==> config.mk <==
export PLATFORM = sky130hd
export DESIGN_NAME = wrt_timer
export DESIGN_NICKNAME = d
export VERILOG_FILES = /design/src/core/wrt_pkg.sv /design/src/core/wrt_divider.sv /design/src/core/wrt_timer.sv
export VERILOG_INCLUDE_DIRS = /design/src /design/src/core
export SDC_FILE = /design/constraint.sdc
export NUM_CORES = 1
export LEC_CHECK = 0
export ABC_CLOCK_PERIOD_IN_PS = 3400
export BUFFER_PORTS_ARGS = -buffer_cell sky130_fd_sc_hd__buf_2
export CAP_MARGIN = 20
export CORE_AREA = 2 2 94 105
export CTS_BUF_LIST = sky130_fd_sc_hd__clkbuf_16
export DETAILED_ROUTE_END_ITERATION = 8
export DIE_AREA = 0 0 96 107
export PLACE_DENSITY_LB_ADDON = 0.25
export SLEW_MARGIN = 30
export SYNTH_ARGS = -nofsm -noshare
export SYNTH_HDL_FRONTEND = slang
export SYNTH_HIERARCHICAL = 1
export SYNTH_SLANG_ARGS = --single-unit
==> constraint.sdc <==
create_clock -name i_mclk -period 3.4 [get_ports i_mclk]
set_input_delay 0.34 -clock i_mclk [delete_from_list [all_inputs] [get_ports i_mclk]]
set_output_delay 0.34 -clock i_mclk [all_outputs]
set_load 0.03 [all_outputs]
==> src/core/wrt_defines.svh <==
`ifndef WRT_DEFINES_SVH
`define WRT_DEFINES_SVH

// Register offsets on the register port
`define WRT_OFF_EVT0_HI    6'h1E
`define WRT_OFF_EVT0_LO    6'h1F
`define WRT_OFF_CTRL       6'h20

// Control register field positions
`define WRT_CTRL_PD_BIT    7
`define WRT_CTRL_E1_HI     6
`define WRT_CTRL_E1_LO     4
`define WRT_CTRL_CAL_BIT   3
`define WRT_CTRL_RES_HI    1
`define WRT_CTRL_RES_LO    0

// Reset values
`define WRT_RST_EVT0       16'h876B
`define WRT_RST_PD         1'h1
`define WRT_RST_E1         3'h7
`define WRT_RST_CAL        1'h1
`define WRT_RST_RES        2'h0

// Slow clock divider and calibration length in slow periods
`define WRT_DIV_RATIO      10'd750
`define WRT_CAL_TICKS      8'h04

// Event 1 delays in slow periods, codes 0 to 7
`define WRT_E1_D0          6'h04
`define WRT_E1_D1          6'h06
`define WRT_E1_D2          6'h08
`define WRT_E1_D3          6'h0C
`define WRT_E1_D4          6'h10
`define WRT_E1_D5          6'h18
`define WRT_E1_D6          6'h20
`define WRT_E1_D7          6'h30

// Event 0 prescale limits, one step is 2^(5*code) slow periods
`define WRT_PRE_L0         15'h0000
`define WRT_PRE_L1         15'h001F
`define WRT_PRE_L2         15'h03FF
`define WRT_PRE_L3         15'h7FFF

`endif

==> src/core/wrt_pkg.sv <==
package wrt_pkg;

  // Oscillator and timer phases
  typedef enum logic [1:0] {
    WRT_OFF,
    WRT_CAL,
    WRT_RUN
  } wrt_state_t;

  // Whole state of the timer
  typedef struct packed {
    wrt_state_t  state;    // Phase
    logic        pd;       // Oscillator power-down
    logic [2:0]  e1_code;  // Event 1 delay code
    logic        cal_en;   // Calibration enable
    logic [1:0]  res;      // Event 0 resolution code
    logic [15:0] evt0;     // Event 0 count
    logic [14:0] pre;      // Prescaler within one step
    logic [15:0] steps;    // Steps since last event 0
    logic [5:0]  e1_left;  // Slow periods to event 1
    logic [7:0]  cal_cnt;  // Calibration progress
    logic        ev0;      // Event 0 pulse
    logic        ev1;      // Event 1 pulse
    logic        cal_busy; // Calibration phase level
    logic        running;  // Timing phase level
    logic [7:0]  rdata;    // Read data
  } wrt_regs_t;

  // Divider state
  typedef struct packed {
    logic [9:0] cnt;       // Fast cycles within slow period
    logic       tick;      // Slow period pulse
  } wrt_div_t;

endpackage

==> src/core/wrt_divider.sv <==
`timescale 1ns/1ps
`include "wrt_defines.svh"

module wrt_divider (
  input  wire logic i_mclk,     // Crystal reference clock
  input  wire logic i_sys_rst,  // Async reset, active high
  input  wire logic i_en,       // Oscillator powered
  output logic      o_tick      // One pulse per slow period
);
  import wrt_pkg::*;

  wrt_div_t r_reg;              // Registered state
  wrt_div_t r_next;             // Next state

  // Count the reference clock down to the slow rate
  always_comb begin
    r_next      = r_reg;
    r_next.tick = 1'b0;
    if (!i_en) begin            // Powered down: hold the count at zero
      r_next.cnt = 10'h000;
    end else if (r_reg.cnt == `WRT_DIV_RATIO - 10'd1) begin
      r_next.cnt  = 10'h000;
      r_next.tick = 1'b1;
    end else begin
      r_next.cnt = r_reg.cnt + 10'h001;
    end
  end

  // State register
  always_ff @(posedge i_mclk or posedge i_sys_rst) begin
    if (i_sys_rst) begin
      r_reg <= '0;
    end else begin
      r_reg <= r_next;
    end
  end

  assign o_tick = r_reg.tick;

  // Gap checker helper
  logic [9:0] h_gap;            // Cycles since last tick
  logic       h_seen;           // A tick seen since enable
  always_ff @(posedge i_mclk or posedge i_sys_rst) begin
    if (i_sys_rst) begin
      h_gap  <= 10'h000;
      h_seen <= 1'b0;
    end else if (!i_en) begin
      h_gap  <= 10'h000;
      h_seen <= 1'b0;
    end else if (o_tick) begin
      h_gap  <= 10'h000;
      h_seen <= 1'b1;
    end else begin
      h_gap <= h_gap + 10'h001;
    end
  end
endmodule // wrt_divider

==> src/core/wrt_timer.sv <==
`timescale 1ns/1ps
`include "wrt_defines.svh"

// Operation
// - Power-down holds oscillator off; clearing starts calibration if its enable bit is written set, else timing
// - Slow clock is reference divided by 750
// - Event 1 follows Event 0 by coded periods
// - Calibration enable bit gates calibration, resets one
// - Resolution scales each Event 0 step
// - Every resolution code accepted and honoured
// - Event 0 interval is count times step, a zero count taken as one
// - Event 0 count resets to 0x876B
module wrt_timer (
  input  wire logic       i_mclk,        // Crystal reference clock, 200 MHz
  input  wire logic       i_sys_rst,     // Async reset, active high
  input  wire logic [5:0] i_reg_addr,    // Register address
  input  wire logic       i_reg_wr,      // Write strobe, one cycle
  input  wire logic [7:0] i_reg_wdata,   // Write data
  output logic      [7:0] o_reg_rdata,   // Read data for addressed register
  output logic            o_first_event_count,      // Event 0 pulse
  output logic            o_second_event_delay,      // Event 1 pulse
  output logic            o_cal_busy,    // Oscillator calibrating
  output logic            o_osc_running  // Oscillator timing, after calibration if its enable bit was set
);
  import wrt_pkg::*;

  wrt_regs_t r_reg;                      // Registered state
  wrt_regs_t r_next;                     // Next state
  logic      slow_tick;                  // Slow period pulse
  logic      osc_on;                     // Oscillator powered

  assign osc_on = !r_reg.pd;

  // Slow oscillator clock
  wrt_divider u_div (
    .i_mclk    (i_mclk),
    .i_sys_rst (i_sys_rst),
    .i_en      (osc_on),
    .o_tick    (slow_tick)
  );

  // Event 1 delay decode
  function automatic logic [5:0] e1_delay(input logic [2:0] code);
    case (code)
      3'h0:    e1_delay = `WRT_E1_D0;
      3'h1:    e1_delay = `WRT_E1_D1;
      3'h2:    e1_delay = `WRT_E1_D2;
      3'h3:    e1_delay = `WRT_E1_D3;
      3'h4:    e1_delay = `WRT_E1_D4;
      3'h5:    e1_delay = `WRT_E1_D5;
      3'h6:    e1_delay = `WRT_E1_D6;
      default: e1_delay = `WRT_E1_D7;
    endcase
  endfunction

  // Prescale limit per resolution code
  function automatic logic [14:0] pre_limit(input logic [1:0] code);
    case (code)
      2'h0:    pre_limit = `WRT_PRE_L0;
      2'h1:    pre_limit = `WRT_PRE_L1;
      2'h2:    pre_limit = `WRT_PRE_L2;
      default: pre_limit = `WRT_PRE_L3;
    endcase
  endfunction

  // Registers, phases and timers
  always_comb begin
    r_next     = r_reg;
    r_next.ev0 = 1'b0;
    r_next.ev1 = 1'b0;
    // Phase actions: off, calibrating, timing
    case (r_reg.state)
      WRT_OFF: begin                      // Oscillator off
        r_next.pre     = 15'h0000;
        r_next.steps   = 16'h0000;
        r_next.e1_left = 6'h00;
        r_next.cal_cnt = 8'h00;
      end
      WRT_CAL: begin                      // Calibrating
        if (slow_tick) begin
          if (r_reg.cal_cnt == `WRT_CAL_TICKS - 8'h01) begin
            r_next.state = WRT_RUN;
          end else begin
            r_next.cal_cnt = r_reg.cal_cnt + 8'h01;
          end
        end
      end
      WRT_RUN: begin                      // Timing
        if (slow_tick) begin
          if (r_reg.e1_left != 6'h00) begin
            r_next.e1_left = r_reg.e1_left - 6'h01;
            r_next.ev1     = (r_reg.e1_left == 6'h01);
          end
          // At or past the limit, so a smaller code written mid-step cannot wrap the prescaler
          if (r_reg.pre >= pre_limit(r_reg.res)) begin
            r_next.pre = 15'h0000;
            if (({1'b0, r_reg.steps} + 17'h00001) >= {1'b0, r_reg.evt0}) begin
              r_next.steps   = 16'h0000;
              r_next.ev0     = 1'b1;
              r_next.e1_left = e1_delay(r_reg.e1_code);
              r_next.ev1     = 1'b0;
            end else begin
              r_next.steps = r_reg.steps + 16'h0001;
            end
          end else begin
            r_next.pre = r_reg.pre + 15'h0001;
          end
        end
      end
      default: begin
        r_next.state = WRT_OFF;
      end
    endcase
    // Register writes
    if (i_reg_wr) begin
      case (i_reg_addr)
        `WRT_OFF_EVT0_HI: r_next.evt0[15:8] = i_reg_wdata;
        `WRT_OFF_EVT0_LO: r_next.evt0[7:0]  = i_reg_wdata;
        `WRT_OFF_CTRL: begin
          r_next.pd      = i_reg_wdata[`WRT_CTRL_PD_BIT];
          r_next.e1_code = i_reg_wdata[`WRT_CTRL_E1_HI:`WRT_CTRL_E1_LO];
          r_next.cal_en  = i_reg_wdata[`WRT_CTRL_CAL_BIT];
          r_next.res     = i_reg_wdata[`WRT_CTRL_RES_HI:`WRT_CTRL_RES_LO];
          if (i_reg_wdata[`WRT_CTRL_PD_BIT]) begin
            r_next.state = WRT_OFF;
          end else if (r_reg.pd) begin    // Power-up edge
            r_next.cal_cnt = 8'h00;
            r_next.state   = i_reg_wdata[`WRT_CTRL_CAL_BIT] ? WRT_CAL : WRT_RUN;
          end
        end
        default: begin                    // Unmapped: ignored
        end
      endcase
    end
    // Read data for the addressed register
    case (i_reg_addr)
      `WRT_OFF_EVT0_HI: r_next.rdata = r_reg.evt0[15:8];
      `WRT_OFF_EVT0_LO: r_next.rdata = r_reg.evt0[7:0];
      `WRT_OFF_CTRL:    r_next.rdata = {r_reg.pd, r_reg.e1_code, r_reg.cal_en, 1'b0, r_reg.res};
      default:          r_next.rdata = 8'h00;
    endcase
    // Status levels registered together with the phase
    r_next.cal_busy = (r_next.state == WRT_CAL);
    r_next.running  = (r_next.state == WRT_RUN);
  end

  // State register
  always_ff @(posedge i_mclk or posedge i_sys_rst) begin
    if (i_sys_rst) begin
      r_reg         <= '0;
      r_reg.state   <= WRT_OFF;
      r_reg.pd      <= `WRT_RST_PD;
      r_reg.e1_code <= `WRT_RST_E1;
      r_reg.cal_en  <= `WRT_RST_CAL;
      r_reg.res     <= `WRT_RST_RES;
      r_reg.evt0    <= `WRT_RST_EVT0;
    end else begin
      r_reg <= r_next;
    end
  end

  assign o_reg_rdata   = r_reg.rdata;
  assign o_first_event_count      = r_reg.ev0;
  assign o_second_event_delay      = r_reg.ev1;
  assign o_cal_busy    = r_reg.cal_busy;
  assign o_osc_running = r_reg.running;

  // Checker helpers: slow periods since event 0, undisturbed interval flag
  logic [31:0] h_per;                    // Slow periods since event 0
  logic        h_clean;                  // No write or stop since event 0
  logic [31:0] h_expect;                 // Expected interval
  logic [15:0] h_cnt1;                   // Count with zero taken as one
  assign h_cnt1   = (r_reg.evt0 == 16'h0000) ? 16'h0001 : r_reg.evt0;
  assign h_expect = {16'h0000, h_cnt1} << (5 * r_reg.res);
  always_ff @(posedge i_mclk or posedge i_sys_rst) begin
    if (i_sys_rst) begin
      h_per   <= 32'h00000000;
      h_clean <= 1'b0;
    end else begin
      h_per   <= o_first_event_count ? 32'h00000000 : (slow_tick ? h_per + 32'h00000001 : h_per);
      h_clean <= (i_reg_wr || r_reg.state != WRT_RUN) ? 1'b0 : (o_first_event_count ? 1'b1 : h_clean);
    end
  end
endmodule // wrt_timer

==> reports/qor.txt, run 1 <==
CTS Hold Bufs - 0
# diodes - 0
Critical path's slowest cell - dfrtp_2
Setup violators final - 0
Initial antenna violation count - 0
Io pins - 29
Crit. End Element - flip-flop
VDD IR max - 0.3814 mV
Total GRT Usage - 25.08%
Post-synthesis mux area share - 5.457%
Largest net degree at the start of global routing - 34
First-pass GRT wire length - 20,360 µm
Required @ worst endpoint - 3.60 ns
Clock slew at reported path FFs - 0.07 ns
CTS sink cnt - 93
Compound-Gate Fraction of Synth Area - 14.61%
Maximum clock insertion buffer count - 2
Area delta synth->final - 10.44%
1st-pass router iterations - 5
DR vias/cell - 6.036
ANT nets after route - 0
Height of the die - 107 µm
Reg area - 2347 µm²
CP Launch Point - r_reg[26]$_DFFE_PP0P_
Main combinational cell family by area after synthesis - simple AND/OR/NAND/NOR gates
Synth warn - 6
Tmin final - 3.201 ns
Async SR Flop Fraction - 100.0%
Post-synth EDFFs - 0
Worst path cell trace - ha_2 -> nand2_1 -> nor3_2 -> and3_4 -> nand3_2 -> xnor2_2 -> ha_1 -> nor3_1 -> o21ai_0 -> o211ai_1 -> o311a_1 -> a21bo_4 -> buf_4 -> mux2i_1 -> o22ai_1
CP arrival - 3.40 ns
CTS Buf Count - 9
Nets - 665
Pwr Density - 465.9 nW/µm²
Failing checks - negative hold slack
Critical path buffers and inverters - 1
Synthesized area per cell - 9.397 µm²
Endpoints failing hold - 1
Hold Slack - -0.004403 ns
DP Wirelength - 8548 µm
Slowest cell delay on critical path - 0.42 ns
Final WS setup - 0.1991 ns
I/O Buffers - 28
Post-Synthesis Cell Area - 5525 µm²
CP delay by family, top - compound AO/OA/AOI/OAI gates
Post-synth top area share - 35.78%
HP Class - input port to asynchronous set/reset pin
Die X - 96 µm
Number of global-route vias before repair - 4,454
Leakage - 2.850 nW
R2R setup slack - 0.20 ns
H-tree Lvls - 3
Critical Path Stages - 15
R2R depth - 15
WL/cell - 16.19 µm
Area of the multi-input gates - 2958 µm²
Post-Synth Simple-Gate Area - 20.65%
Number of flip-flops in the largest register - 70
FF+latch count, synth - 93
Most frequent cell after synthesis - dfrtp_1
Row cnt - 37
Critical path type - flip-flop to flip-flop
Post-place setup slack - 0.02276 ns
Layout cell share with drive strength beyond 1 - 18.73%
Max frequency - 312.4 MHz
Slew HR - 59.22%
Worst slew pin tran - 0.6095 ns
Root Buffer - clkbuf_16
Synth unique cells - 64
Via count - 4,412
Leading area contributor after synthesis - dfrtp_1
Starting Density - 59.98%
GPL Wtd Cong - 0.8724
Post-Synth XOR/XNOR Area - 3.012%
Syn nets - 644
Initial DRC count - 179
TritonCTS clock tree - done
Core area - 9213 µm²
Final worst-path cycle share - 94.14%
Worst r2r src - r_reg[26]$_DFFE_PP0P_
Adder-cell share of the synthesized area - 8.832%
Worst Clk Skew - 0.01087 ns
CP Launch Type - flip-flop
Remaining DRCs - 0
Gate Count Post-Synth - 588
Crit-path max FO - 6
Total die area - 10,270 µm²
Main area contributors after synthesis - dfrtp_1, ha_1, dfstp_2, nand2_1, o21ai_0
# fillers - 755
Worst-skew pair later-pin latency - 0.34 ns
Post-synth top flop - dfrtp_1
Slew Viols, Final - 0
Max Cap Violations - 0
Outcome - complete, but fails checks
Commonest cells in the netlist - dfrtp_1, nand2_1, o21ai_0
Sequential share of the synthesized area - 42.44%
Routed wire length - 11,830 µm
Worst Setup EP - r_reg[21]$_DFFE_PP0P_
GR Overflow Total - 0
R2r endpoint - r_reg[21]$_DFFE_PP0P_
-- logic make-up (layout without fill, tap and decap cells) --
family,count (synthesis),after routing
XOR/XNOR,19,19
buffers and inverters,60,86
multiplexers,28,28
adder cells (fa/ha/maj),39,39
AND/OR/NAND/NOR,225,225
flip-flops,93,93
AO/OA/AOI/OAI,124,124
-- power by group --
group	leakage, nW	internal [mW]	total [mW]	switching, mW
Clock	0.148	0.581	1.03	0.452
Sequential	1.23	1.19	1.27	0.0749
Combinational	1.47	0.179	0.545	0.365
Total	2.85	1.95	2.84	0.892
-- metrics by stage --
stage	area (µm²)	cells	total power [mW]	setup TNS [ns]	utilization, %
2_1_floorplan	5525	588	1.656	0	-
3_3_place_gp	5698	711	1.797	0	61.85
3_5_place_dp	5698	711	1.825	0	61.85
4_1_cts	6003	727	2.859	0	65.16
5_1_grt	6102	731	2.986	-0.02998	66.24
6_report	6102	731	2.843	0	66.24
-- layout by cell type (no fill, tap or decap), types with 17 or more instances in the layout --
master / count
a21oi_1: 18
buf_2: 28
dfrtp_1: 77
ha_1: 38
inv_1: 32
mux2_2: 17
nand2_1: 67
nand3_1: 28
nor2_1: 38
o21ai_0: 49
-- cell type report --
| class | instances | area share, % |
|---|---|---|
| Multi-Input combinational cell | 435 | 48.47 |
| Sequential cell | 93 | 38.47 |
| Clock buffer | 9 | 3.691 |
| Timing Repair Buffer | 37 | 3.609 |
| Tap cell | 117 | 2.399 |
| Inverter | 33 | 2.050 |
| Clock inverter | 7 | 1.312 |
-- worst reg2reg max path: cells and delay by family (launching register included) --
kind | cells | cell delay [ns]
AO/OA/AOI/OAI | 5 | 0.83
AND/OR/NAND/NOR | 5 | 0.81
adder cells (fa/ha/maj) | 2 | 0.44
flip-flops | 1 | 0.42
multiplexers | 1 | 0.21
XOR/XNOR | 1 | 0.18
buffers and inverters | 1 | 0.17
-- timing repair --
item,4_1_cts,5_1_grt
setup endpoints to repair,0,22
setup buffers,0,4
resized for setup,0,18
-- how the worst min path moves through the flow --
stage                          endpoint  slack (ns)  cells past startpoint
4_1_cts        u_div/r_reg[9]$_DFF_PP0_       0.002                      2
5_1_grt        u_div/r_reg[9]$_DFF_PP0_        0.04                      2
3_3_place_gp   u_div/r_reg[4]$_DFF_PP0_        0.36                      2
2_1_floorplan    u_div/o_tick$_DFF_PP0_        0.19                      1
6_report       u_div/r_reg[9]$_DFF_PP0_      -0.004                      2
3_5_place_dp   u_div/r_reg[5]$_DFF_PP0_        0.37                      2
-- routing by layer --
metal  GRT usage (%)  vias up  part of all wire [%]
met5               0        -                     0
met4           10.61        0                   3.1
met3           4.006       21                   4.3
met2           40.67      125                    49
met1           33.01     2128                    44
li1                -     2138                     -
Note: power is estimated with default switching activity, not from simulation.
==> run 2: changes to the inputs <==
--- a/config.mk
+++ b/config.mk
@@ -9,10 +9,10 @@
 export ABC_CLOCK_PERIOD_IN_PS = 3400
 export BUFFER_PORTS_ARGS = -buffer_cell sky130_fd_sc_hd__buf_2
 export CAP_MARGIN = 20
-export CORE_AREA = 2 2 94 105
+export CORE_AREA = 2 2 113 87
 export CTS_BUF_LIST = sky130_fd_sc_hd__clkbuf_16
 export DETAILED_ROUTE_END_ITERATION = 8
-export DIE_AREA = 0 0 96 107
+export DIE_AREA = 0 0 115 89
 export PLACE_DENSITY_LB_ADDON = 0.25
 export SLEW_MARGIN = 30
 export SYNTH_ARGS = -nofsm -noshare
==> reports/qor.txt, run 2 (synthesized netlist as in run 1, its figures left out) <==
CTS sink cnt - 93
Setup violators final - 0
WL/cell - 17.36 µm
# fillers - 680
CP arrival - 3.60 ns
Nets - 669
GR peak layer - met2
Crit. End Element - flip-flop
Initial antenna violation count - 0
GR Overflow Total - 0
Core area - 9009 µm²
M3 GR Usage - 5.559%
Critical path's slowest cell - dfrtp_1
Worst-skew pair later-pin latency - 0.35 ns
Required @ worst endpoint - 3.66 ns
Endpoints failing hold - 0
Area delta synth->final - 11.07%
Largest net degree at the start of global routing - 37
Critical Path Most Common Cell - nor2_2
Max Cap Violations - 0
Clock slew at reported path FFs - 0.06 ns
Starting Density - 61.33%
Initial DRC count - 318
Met1 usage - 36.61%
Die X - 115 µm
Critical path type - flip-flop to flip-flop
Layout cell share with drive strength beyond 1 - 18.61%
Remaining DRCs - 0
DP Wirelength - 8855 µm
DR vias/cell - 6.164
CTS Buf Count - 9
Outcome - complete, no violations
Tmin final - 3.335 ns
Slew Viols, Final - 0
Pwr Density - 474.4 nW/µm²
Area post-placement - 5714 µm²
Hold Slack - 0.2194 ns
Worst slew pin tran - 0.6756 ns
# diodes - 0
Leakage - 2.848 nW
Routed wire length - 12,680 µm
ANT nets after route - 0
Io pins - 29
VDD IR max - 0.3902 mV
Commonest non-fill, non-tap cells in the layout - dfrtp_1, nand2_1, o21ai_0
Worst Clk Skew - 0.005377 ns
First-pass GRT wire length - 20,330 µm
GPL Wtd Cong - 0.8808
HP Class - input port to flip-flop
1st-pass router iterations - 5
Total GRT Usage - 25.63%
Root Buffer - clkbuf_16
Worst path cell trace - nand3_1 -> nor2_2 -> nand4_1 -> nor2_2 -> nand3_1 -> xnor2_1 -> ha_1 -> nand4_1 -> nor2_2 -> a21oi_1 -> o311a_4 -> a21bo_2 -> or3_1 -> o211ai_1
I/O Buffers - 28
Maximum clock insertion buffer count - 2
Height of the die - 89 µm
Row cnt - 30
Via count - 4,500
Slew HR - 54.96%
CP Launch Type - flip-flop
Number of flip-flops in the largest register - 70
Slowest cell delay on critical path - 0.42 ns
Total die area - 10,240 µm²
GR Layer Usage met2 - 39.79%
Final worst-path cycle share - 98.09%
TritonCTS clock tree - done
Max frequency - 299.8 MHz
Design Area, Final - 6137 µm²
TNS Setup - 0 ns
Crit-path max FO - 6
H-tree Lvls - 3
Commonest non-fill, non-tap cell in the layout - dfrtp_1
Number of global-route vias before repair - 4,148
## run 2: worst paths after layout
path / to / startpoint / depth (start not counted) / slack [ns]
hold / removal: r_reg[77]$_DFFE_PP1P_ / i_reg_wdata[5] / 3 / 0.22
min in group asynchronous: u_div/r_reg[5]$_DFF_PP0_ / i_sys_rst / 3 / 0.54
setup / recovery: r_reg[23]$_DFFE_PP0P_ / r_reg[28]$_DFFE_PP0P_ / 14 / 0.06
hold reg to reg: r_reg[75]$_DFFE_PP1P_ / r_reg[75]$_DFFE_PP1P_ / 2 / 0.46
max in group asynchronous: r_reg[60]$_DFFE_PP1P_ / i_sys_rst / 4 / 1.95
setup reg to reg: r_reg[23]$_DFFE_PP0P_ / r_reg[28]$_DFFE_PP0P_ / 14 / 0.06
## run 2: repair_timing
| action | CTS | global route |
|---|---|---|
| gates resized for setup | 0 | 16 |
| buffers inserted | 0 | 3 |
| setup endpoints to repair | 0 | 22 |
| hold buffers | 1 | 0 |
| endpoints found under the hold margin | 11 | 0 |
## run 2: through the flow
step / total power, mW / utilization (%) / std cells / worst slack [ns]
2_1_floorplan: 1.656 / - / 588 / 0.3947
3_3_place_gp: 1.808 / 63.43 / 709 / 0.3277
3_5_place_dp: 1.828 / 63.43 / 709 / 0.1111
4_1_cts: 2.900 / 67.04 / 726 / 0.02941
5_1_grt: 3.039 / 68.13 / 730 / -0.1509
6_report: 2.912 / 68.13 / 730 / 0.06492
## run 2: layout make-up
cell class,count,area [µm²],area share [%]
clock buffer,9,225.2,3.670
clock inverter,7,90.09,1.468
inverter,33,125.1,2.039
multi-input combinational,436,2977,48.50
sequential,93,2347,38.25
tap,112,140.1,2.283
timing repair buffer,40,232.7,3.792
## run 2: critical path: cells and delay by family, from the launching register on
family / cells / cell delay [ns]
AND/OR/NAND/NOR: 8 / 1.63
AO/OA/AOI/OAI: 4 / 0.67
flip-flops: 1 / 0.42
adder cells (fa/ha/maj): 1 / 0.32
XOR/XNOR: 1 / 0.20
## run 2: report_power, final
| part | internal [mW] | total [mW] | switching [mW] |
|---|---|---|---|
| sequential | 1.19 | 1.27 | 0.0797 |
| combinational | 0.193 | 0.576 | 0.383 |
| clock | 0.639 | 1.06 | 0.426 |
| total | 2.02 | 2.91 | 0.888 |
## run 2: layer usage
layer	up-vias	wire, µm
met2	139	5799
met5	-	0
met3	22	674
met1	2187	6016
li1	2152	-
met4	0	185
